[config.mk]
export PLATFORM = sky130hd
export DESIGN_NAME = dtc_top
export DESIGN_NICKNAME = d
export VERILOG_FILES = /design/src/design/dtc_top.v /design/src/design/dtc_pin_sync.v
export VERILOG_INCLUDE_DIRS = /design/src /design/src/design
export SDC_FILE = /design/constraint.sdc
export NUM_CORES = 1
export LEC_CHECK = 0
export BUFFER_PORTS_ARGS = -buffer_cell sky130_fd_sc_hd__buf_2
export CORE_MARGIN = 3
export CORE_UTILIZATION = 53
export DETAILED_ROUTE_END_ITERATION = 8
export MAX_ROUTING_LAYER = met4
export PLACE_DENSITY = 0.82
export RECOVER_POWER = 50
export SLEW_MARGIN = 20
export SYNTH_ARGS = -nofsm -noshare
export SYNTH_HDL_FRONTEND = slang
export SYNTH_HIERARCHICAL = 1
export SYNTH_SLANG_ARGS = --single-unit
[constraint.sdc]
create_clock -name pclk -period 3.8 [get_ports pclk]
set_clock_uncertainty 0.05 [all_clocks]
set_input_delay 0.76 -clock pclk [delete_from_list [all_inputs] [get_ports pclk]]
set_output_delay 0.76 -clock pclk [all_outputs]
set_load 0.03 [all_outputs]
[src/design/dtc_defines.vh]
// Register map, field positions, reset values and timing for the
// dynamic minimum fan-start temperature control bank.
// Assumes the including file is plain Verilog-2005 with one clock.
`ifndef DTC_DEFINES_VH
`define DTC_DEFINES_VH

// Register indexes; byte address is four times the index
`define DTC_IDX_OP_REMOTE1   8'h33
`define DTC_IDX_OP_LOCAL     8'h34
`define DTC_IDX_OP_REMOTE2   8'h35
`define DTC_IDX_DYN_CTRL1    8'h36
`define DTC_IDX_DYN_CTRL2    8'h37
`define DTC_IDX_LOCK         8'h3E
`define DTC_IDX_STATUS       8'h3F

// Reset values
`define DTC_RST_OP_POINT     8'h64
`define DTC_RST_DYN_CTRL1    8'h00
`define DTC_RST_DYN_CTRL2    8'h00

// Control register 1 field positions
`define DTC_BIT_R1_CAPTURE   3'd2
`define DTC_BIT_LC_CAPTURE   3'd3
`define DTC_BIT_R2_CAPTURE   3'd4
`define DTC_BIT_R1_DYN       3'd5
`define DTC_BIT_LC_DYN       3'd6
`define DTC_BIT_R2_DYN       3'd7

// Lock and status field positions
`define DTC_BIT_LOCK         3'd0
`define DTC_BIT_ST_ALERT     3'd0
`define DTC_BIT_ST_LOCKED    3'd1

// Pin synchroniser depth
`define DTC_SYNC_STAGES      3

`endif

[src/design/dtc_top.v]
// Dynamic minimum fan-start temperature control bank with APB slave.
// Holds control registers 1 and 2, the three operating points that the
// alert pin can capture into, a lock register and a status register.
// Assumes temperatures and conversion strobes come from logic on pclk,
// and that the alert pin is asynchronous and active low.
// Bus answer: one wait state, so pready is high in the second access
// cycle and a write lands at the edge that ends that cycle.
// The lock guards both control registers and the three operating points
// against software only; alert capture still loads a locked point.
// Every output but the APB answer is a registered copy, one cycle behind the state.
// Bits 0 and 1 of control 1 and all of control 2 are stored only.
//
// Register access over APB was chosen for this implementation.
`timescale 1ns/10ps
`include "dtc_defines.vh"
module dtc_top #(
    parameter ADDR_W = 12,
    parameter TEMP_W = 8
) (
    input  wire              pclk,                     // APB clock, 200 MHz
    input  wire              presetn,                  // Async reset, active low
    input  wire              psel,                     // APB select
    input  wire              penable,                  // APB access phase
    input  wire              pwrite,                   // APB direction, 1 = write
    input  wire [ADDR_W-1:0] paddr,                    // APB byte address
    input  wire [31:0]       pwdata,                   // APB write data
    input  wire [3:0]        pstrb,                    // APB byte strobes
    output reg  [31:0]       prdata,                   // APB read data
    output reg               pready,                   // APB ready
    output reg               pslverr,                  // APB error
    input  wire              thermal_alert_pin_n,      // Alert pin sense, low = asserted
    input  wire [TEMP_W-1:0] remote1_temp,             // Remote 1 present temperature
    input  wire [TEMP_W-1:0] local_temp,               // Local present temperature
    input  wire [TEMP_W-1:0] remote2_temp,             // Remote 2 present temperature
    input  wire              remote1_conv_done,        // Remote 1 new result strobe
    input  wire              local_conv_done,          // Local new result strobe
    input  wire              remote2_conv_done,        // Remote 2 new result strobe
    output reg  [TEMP_W-1:0] remote1_op_point,         // Remote 1 operating point
    output reg  [TEMP_W-1:0] local_op_point,           // Local operating point
    output reg  [TEMP_W-1:0] remote2_op_point,         // Remote 2 operating point
    output reg               remote1_dynamic_enable,   // Dynamic adjust remote 1
    output reg               local_dynamic_enable,     // Dynamic adjust local
    output reg               remote2_dynamic_enable,   // Dynamic adjust remote 2
    output reg  [7:0]        dyn_ctrl1_out,            // Control register 1 contents
    output reg  [7:0]        dyn_ctrl2_out,            // Control register 2 contents
    output reg               config_locked             // Lock state
);

    // Register state
    reg  [7:0]        dyn_ctrl1_reg;
    reg  [7:0]        dyn_ctrl2_reg;
    reg  [TEMP_W-1:0] op_r1_reg;
    reg  [TEMP_W-1:0] op_lc_reg;
    reg  [TEMP_W-1:0] op_r2_reg;
    reg               lock_reg;
    reg               alert_prev_reg;

    // Bus handshake state
    reg               ready_reg;
    reg  [31:0]       rdata_next;
    reg               err_next;

    // Decoded bus, alert and capture signals
    wire              alert_level;
    wire [7:0]        idx;
    wire              access_ph;
    wire              wr_commit;
    wire              lane0;
    wire              alert_on;
    wire              alert_rise;
    wire              hit_r1;
    wire              hit_lc;
    wire              hit_r2;
    wire              hit_c1;
    wire              hit_c2;
    wire              hit_lk;
    wire              hit_st;
    wire              mapped;
    wire              cap_r1;
    wire              cap_lc;
    wire              cap_r2;

    // Per-register software write enables, lock and strobe already applied
    wire              we_r1;
    wire              we_lc;
    wire              we_r2;
    wire              we_c1;
    wire              we_c2;
    wire              we_lk;

    // Alert pin crosses into pclk through three stages and a filter
    dtc_pin_sync #(
        .RESET_LEVEL (1'b1)
    ) u_alert_sync (
        .clk       (pclk),
        .rst_n     (presetn),
        .pin_in    (thermal_alert_pin_n),
        .level_out (alert_level)
    );

    // Next operating point: hardware capture first, then software write
    // A capture must not be lost to a write that happens to land with it
    function [TEMP_W-1:0] op_next;
        input [TEMP_W-1:0] cur;
        input              capture;
        input [TEMP_W-1:0] temp;
        input              sw_write;
        input [TEMP_W-1:0] wdata;
        begin
            if (capture) begin
                op_next = temp;
            end else if (sw_write) begin
                op_next = wdata;
            end else begin
                op_next = cur;
            end
        end
    endfunction

    // Capture trigger: first edge of assertion or each new result while held
    function cap_trig;
        input enable_bit;
        input rise;
        input held;
        input conv_done;
        begin
            cap_trig = enable_bit & (rise | (held & conv_done));
        end
    endfunction

    // Write enable for one register: committed, mapped, lane 0 and unlocked
    function wr_ok;
        input hit;
        input commit;
        input in_map;
        input lane;
        input locked;
        begin
            wr_ok = hit & commit & in_map & lane & ~locked;
        end
    endfunction

    // Byte address to register index; low two bits ignored
    assign idx       = paddr[9:2];
    assign access_ph = psel & penable;
    assign wr_commit = access_ph & ready_reg & pwrite;
    assign lane0     = pstrb[0];

    assign hit_r1 = (idx == `DTC_IDX_OP_REMOTE1);
    assign hit_lc = (idx == `DTC_IDX_OP_LOCAL);
    assign hit_r2 = (idx == `DTC_IDX_OP_REMOTE2);
    assign hit_c1 = (idx == `DTC_IDX_DYN_CTRL1);
    assign hit_c2 = (idx == `DTC_IDX_DYN_CTRL2);
    assign hit_lk = (idx == `DTC_IDX_LOCK);
    assign hit_st = (idx == `DTC_IDX_STATUS);
    assign mapped = (paddr[ADDR_W-1:10] == {(ADDR_W-10){1'b0}})
                  & (hit_r1 | hit_lc | hit_r2 | hit_c1 | hit_c2 | hit_lk | hit_st);

    // A locked register swallows the write; pslverr reports it separately
    assign we_r1 = wr_ok(hit_r1, wr_commit, mapped, lane0, lock_reg);
    assign we_lc = wr_ok(hit_lc, wr_commit, mapped, lane0, lock_reg);
    assign we_r2 = wr_ok(hit_r2, wr_commit, mapped, lane0, lock_reg);
    assign we_c1 = wr_ok(hit_c1, wr_commit, mapped, lane0, lock_reg);
    assign we_c2 = wr_ok(hit_c2, wr_commit, mapped, lane0, lock_reg);
    assign we_lk = wr_ok(hit_lk, wr_commit, mapped, lane0, lock_reg);

    // Alert is active low on the pin
    assign alert_on   = ~alert_level;
    assign alert_rise = alert_on & ~alert_prev_reg;

    // Per-channel capture; a clear capture bit masks the pin entirely
    // A held pin reloads only on a new conversion result, not every cycle
    assign cap_r1 = cap_trig(dyn_ctrl1_reg[`DTC_BIT_R1_CAPTURE], alert_rise,
                             alert_on, remote1_conv_done);
    assign cap_lc = cap_trig(dyn_ctrl1_reg[`DTC_BIT_LC_CAPTURE], alert_rise,
                             alert_on, local_conv_done);
    assign cap_r2 = cap_trig(dyn_ctrl1_reg[`DTC_BIT_R2_CAPTURE], alert_rise,
                             alert_on, remote2_conv_done);

    // Edge history of the filtered alert
    // Starts deasserted like the synchroniser, so reset makes no false edge
    always @(posedge pclk or negedge presetn) begin
        if (!presetn) begin
            alert_prev_reg <= 1'b0;
        end else begin
            alert_prev_reg <= alert_on;
        end
    end

    // Lock is set by software and only reset clears it
    // A second lock write is accepted but changes nothing
    always @(posedge pclk or negedge presetn) begin
        if (!presetn) begin
            lock_reg <= 1'b0;
        end else if (we_lk) begin
            lock_reg <= pwdata[`DTC_BIT_LOCK];
        end
    end

    // Control registers; writes after lock are dropped
    always @(posedge pclk or negedge presetn) begin
        if (!presetn) begin
            dyn_ctrl1_reg <= `DTC_RST_DYN_CTRL1;
            dyn_ctrl2_reg <= `DTC_RST_DYN_CTRL2;
        end else begin
            // Enables already carry the lock, so a locked write changes nothing
            if (we_c1) begin
                dyn_ctrl1_reg <= pwdata[7:0];
            end
            if (we_c2) begin
                dyn_ctrl2_reg <= pwdata[7:0];
            end
        end
    end

    // Operating points; capture beats a write landing in the same cycle
    // Capture ignores the lock: only software writes are guarded
    always @(posedge pclk or negedge presetn) begin
        if (!presetn) begin
            op_r1_reg <= `DTC_RST_OP_POINT;
            op_lc_reg <= `DTC_RST_OP_POINT;
            op_r2_reg <= `DTC_RST_OP_POINT;
        end else begin
            op_r1_reg <= op_next(op_r1_reg, cap_r1, remote1_temp,
                                 we_r1,
                                 pwdata[TEMP_W-1:0]);
            op_lc_reg <= op_next(op_lc_reg, cap_lc, local_temp,
                                 we_lc,
                                 pwdata[TEMP_W-1:0]);
            op_r2_reg <= op_next(op_r2_reg, cap_r2, remote2_temp,
                                 we_r2,
                                 pwdata[TEMP_W-1:0]);
        end
    end

    // Error decode for the access in progress
    always @* begin
        err_next = 1'b0;
        if (!mapped) begin
            err_next = 1'b1;
        end else if (pwrite) begin
            // Locked writes and writes to status are refused; a second lock
            // write is harmless and so answers without error
            err_next = hit_st | (lock_reg & ~hit_lk);
        end
    end

    // Read mux; unmapped reads and all writes return zero
    always @* begin
        rdata_next = 32'h0000_0000;
        if (mapped && !pwrite) begin
            case (1'b1)
                hit_r1: begin
                    rdata_next[TEMP_W-1:0] = op_r1_reg;
                end
                hit_lc: begin
                    rdata_next[TEMP_W-1:0] = op_lc_reg;
                end
                hit_r2: begin
                    rdata_next[TEMP_W-1:0] = op_r2_reg;
                end
                hit_c1: begin
                    rdata_next[7:0] = dyn_ctrl1_reg;
                end
                hit_c2: begin
                    rdata_next[7:0] = dyn_ctrl2_reg;
                end
                hit_lk: begin
                    rdata_next[`DTC_BIT_LOCK] = lock_reg;
                end
                hit_st: begin
                    rdata_next[`DTC_BIT_ST_ALERT]  = alert_on;
                    rdata_next[`DTC_BIT_ST_LOCKED] = lock_reg;
                end
                default: begin
                    rdata_next = 32'h0000_0000;
                end
            endcase
        end
    end

    // One wait state: ready rises in the second access cycle so the
    // read mux and outputs are all registered, at a cost of one cycle
    // ready_reg is the internal twin of pready, read by the handshake
    always @(posedge pclk or negedge presetn) begin
        if (!presetn) begin
            ready_reg <= 1'b0;
            pready    <= 1'b0;
        end else if (access_ph && !ready_reg) begin
            ready_reg <= 1'b1;
            pready    <= 1'b1;
        end else begin
            ready_reg <= 1'b0;
            pready    <= 1'b0;
        end
    end

    // Answer data and error stand only in the ready cycle, zero otherwise,
    // so a master that samples late sees nothing stale
    always @(posedge pclk or negedge presetn) begin
        if (!presetn) begin
            prdata  <= 32'h0000_0000;
            pslverr <= 1'b0;
        end else if (access_ph && !ready_reg) begin
            prdata  <= rdata_next;
            pslverr <= err_next;
        end else begin
            prdata  <= 32'h0000_0000;
            pslverr <= 1'b0;
        end
    end

    // Operating point copies for the fan-control loop downstream
    always @(posedge pclk or negedge presetn) begin
        if (!presetn) begin
            remote1_op_point <= `DTC_RST_OP_POINT;
            local_op_point   <= `DTC_RST_OP_POINT;
            remote2_op_point <= `DTC_RST_OP_POINT;
        end else begin
            remote1_op_point <= op_r1_reg;
            local_op_point   <= op_lc_reg;
            remote2_op_point <= op_r2_reg;
        end
    end

    // Control copies; the loop acts only on the three enables, the rest
    // is shown so that a monitor needs no bus access
    always @(posedge pclk or negedge presetn) begin
        if (!presetn) begin
            remote1_dynamic_enable <= 1'b0;
            local_dynamic_enable   <= 1'b0;
            remote2_dynamic_enable <= 1'b0;
            dyn_ctrl1_out          <= `DTC_RST_DYN_CTRL1;
            dyn_ctrl2_out          <= `DTC_RST_DYN_CTRL2;
            config_locked          <= 1'b0;
        end else begin
            remote1_dynamic_enable <= dyn_ctrl1_reg[`DTC_BIT_R1_DYN];
            local_dynamic_enable   <= dyn_ctrl1_reg[`DTC_BIT_LC_DYN];
            remote2_dynamic_enable <= dyn_ctrl1_reg[`DTC_BIT_R2_DYN];
            dyn_ctrl1_out          <= dyn_ctrl1_reg;
            dyn_ctrl2_out          <= dyn_ctrl2_reg;
            config_locked          <= lock_reg;
        end
    end

endmodule

[src/design/dtc_pin_sync.v]
// Three-stage synchroniser with agreement filter for one pin input.
// Assumes the pin is asynchronous to clk; output is a clean level.
`timescale 1ns/10ps
module dtc_pin_sync #(
    parameter RESET_LEVEL = 1'b1
) (
    input  wire clk,      // System clock
    input  wire rst_n,    // Asynchronous reset, active low
    input  wire pin_in,   // Raw pin level
    output reg  level_out // Filtered level
);
    reg s1_reg;
    reg s2_reg;
    reg s3_reg;

    // Chain; only s2 reads s1 so metastability stays in stage one
    always @(posedge clk or negedge rst_n) begin
        if (!rst_n) begin
            s1_reg <= RESET_LEVEL;
            s2_reg <= RESET_LEVEL;
            s3_reg <= RESET_LEVEL;
        end else begin
            s1_reg <= pin_in;
            s2_reg <= s1_reg;
            s3_reg <= s2_reg;
        end
    end

    // Level moves only once stages two and three agree
    always @(posedge clk or negedge rst_n) begin
        if (!rst_n) begin
            level_out <= RESET_LEVEL;
        end else if (s2_reg == s3_reg) begin
            level_out <= s3_reg;
        end
    end
endmodule

==> impl_metrics.env <==
export IMPL_drc=0
export IMPL_synth_edff_count=0
export IMPL_final_common_cell="buf_2"
export IMPL_synth_flop_cell="dfrtp_1"
export IMPL_status="finished with violations"
export IMPL_overflow=0
export IMPL_io_buffers=105
export IMPL_seqPwrFrac_pct=54.3
export IMPL_cts_setup_buffers=0
export IMPL_worst_setup_path_type="input port to flop"
export IMPL_p_leak_nw=2.475
export IMPL_dp_hpwl_um=7154
export IMPL_hp_class="flop to flop"
export IMPL_drive_gt1_share_pct=35.18
export IMPL_critPathTopFamily="compound AO/OA/AOI/OAI gates"
export IMPL_syn_area_sq_um=4202
export IMPL_reg2reg_slack_ns=1.68
export IMPL_finalWeightedCongestion=0.8921
export IMPL_vias_per_cell=5.730
export IMPL_cts_root_buf="clkbuf_8"
export IMPL_synth_seq_cells=97
export IMPL_wire_per_inst_um=18.81
export IMPL_hold_depth=0
export IMPL_grt_pass1_wl_um=16050
export IMPL_placed_cells=535
export IMPL_combPwrFrac_pct=7.5
export IMPL_power_share_clock_pct=38.2
export IMPL_die_w_um=95.04
export IMPL_irDropWorstVdd_mv=0.2456
export IMPL_worstMarginPinSlew_ns=2.255
export IMPL_worstPathRequired_ns=3.94
export IMPL_diodes=0
export IMPL_setup_worst_path_end_class="flop"
export IMPL_clock_path_buffers=2
export IMPL_cts_sinks=97
export IMPL_drt_iter0_markers=247
export IMPL_hold_viol_final=0
export IMPL_fin_nets=528
export IMPL_finalSetupViolCount=0
export IMPL_core_area_sq_um=7486
export IMPL_drt_antenna_violating_nets=0
export IMPL_violations="max-capacitance violations, max-slew violations"
export IMPL_p_sw_share_pct=24.73
export IMPL_finalMaxSlewViolations=95
export IMPL_cp_slowest_stage_delay_ns=0.62
export IMPL_wl_met2_um=4827
export IMPL_p_int_mw=1.446
export IMPL_syn_to_final_growth_pct=16.05
export IMPL_ff2ff_path_depth=4
export IMPL_cp_cell_sequence="buf_2 > and3b_1 > o311a_4 > nand4b_1 > a2111oi_0"
export IMPL_cts_tree="built"
export IMPL_critPathLaunch="paddr[2]"
export IMPL_dr_pass1_iters=4
export IMPL_r2r_end="op_r2_reg[3]"
export IMPL_antenna_found_initial=0
export IMPL_syn_avg_cell_area_sq_um=11.94
export IMPL_fp_dieArea_sq_um=9032
export IMPL_met1Wirelength_um=4467
export IMPL_vias=3157
export IMPL_rows=31
export IMPL_fill_cells=556
export IMPL_relSlewSlack_pct=-50.35
export IMPL_min_period_over_period_pct=66.17
export IMPL_cts_buffers=9
export IMPL_ys_warn_count=6
export IMPL_worstHoldStart="u_alert_sync/s1_reg"
export IMPL_finalWorstPathRequiredPeriod_ns=2.514
export IMPL_die_y_um=95.04
export IMPL_grt_setup_unrepaired="no"
export IMPL_clk_pin_slew_ns=0.09
export IMPL_start_kind="input port"
export IMPL_synth_cell_types=52
export IMPL_maxCapViolations=1
export IMPL_worstSkewPairLatency_ns=0.37
export IMPL_cts_resized=0
export IMPL_gr_usage_all_layers_pct=24.69
export IMPL_synth_async_reset_ratio_pct=100.0
export IMPL_grt_start_max_net_pins=95
export IMPL_critPathMaxFanout=28
export IMPL_crit_buf_inv=1
export IMPL_ys_seq_area_share_pct=58.43
export IMPL_hold_end="u_alert_sync/s2_reg"
export IMPL_worstPathArrival_ns=2.65
export IMPL_grt_pass1_vias=2980
export IMPL_r2r_start="lock_reg"
export IMPL_final_core_util_pct=65.13
export IMPL_cts_hold_buffers=0
export IMPL_instances_no_fill=551
export IMPL_layout_common_cells="buf_2, dfrtp_1, conb_1"
export IMPL_max_freq_ghz=0.3977
export IMPL_dr_max_layer_used="met4"
export IMPL_h_tree_depth=3
export IMPL_netlist_instances=352
export IMPL_wl_met3_um=867
export IMPL_worst_path_max_delay_cell="a2111oi_0"
export IMPL_start_util_pct=56.13
export IMPL_design_portCount=159
export IMPL_wl_um=10370
export IMPL_power_density_nw_per_um2=393.9
export IMPL_fin_tns_setup_ns=0
export IMPL_p_sw_uw=475.1
power by group through the flow:
stage	Clock, mW	Combinational, mW	Sequential [mW]
finish	0.734	0.145	1.04
global route	0.780	0.157	1.04
CTS	0.730	0.143	1.04
detailed placement	0	0.142	1.06
global placement	0	0.139	1.06
floorplan	0	0.0916	1.06
cell usage after synthesis (9+ instances only):
cell	n	area, sq um
dfrtp_1	75	1877
inv_1	9	33.78
a21oi_1	15	75.07
dfstp_2	22	578.1
mux2_2	10	112.6
o21ai_0	18	90.09
nand4_1	12	75.07
and2_1	12	75.07
nor2_1	21	78.83
nand2_1	20	75.07
buf_4	28	210.2
clkbuf_1	11	41.29
through the flow:
step	instance area [sq um]	power [mW]	hold slack, ns	setup WS [ns]
floorplan	4288	1.156	0.2952	1.621
global placement	4661	1.202	0.2990	1.046
detailed placement	4661	1.205	0.3014	0.9981
CTS	4878	1.917	0.3112	1.358
global route	4876	1.981	0.3190	0.9108
finish	4876	1.921	0.3171	1.286
routing by layer:
| layer | track usage (%) | vias up |
|---|---|---|
| li1 | - | 1406 |
| met1 | 34.22 | 1538 |
| met2 | 37.52 | 193 |
| met3 | 3.788 | 20 |
| met4 | 8.654 | 0 |
| met5 | - | - |
cells by family after synthesis:
group,synth area share (%)
AND/OR/NAND/NOR,14.18
multiplexers,5.837
flip-flops,58.43
AO/OA/AOI/OAI,13.58
other,0.08925
buffers and inverters,7.623
adder cells (fa/ha/maj),0.2680
cell type report:
| cell class | count | area (sq um) | area share [%] |
|---|---|---|---|
| flip-flops and latches | 97 | 2455 | 50.35 |
| multi-input cells | 224 | 1513 | 31.02 |
| repair buffers | 106 | 533.0 | 10.93 |
| clock buffers | 9 | 123.9 | 2.540 |
| well taps | 99 | 123.9 | 2.540 |
| clock inverters | 7 | 93.84 | 1.925 |
| inverters | 9 | 33.78 | 0.6928 |
worst max path at each step:
stage,end,cells past startpoint,slack [ns]
2_1_floorplan,op_r2_reg[0],6,1.62
3_3_place_gp,dyn_ctrl2_reg[3],5,1.05
3_5_place_dp,prdata[3],5,1.0
4_1_cts,prdata[3],5,1.36
5_1_grt,op_r1_reg[0],1,0.91
6_report,prdata[4],5,1.29
No activity file was read; power rests on OpenSTA's default activity.
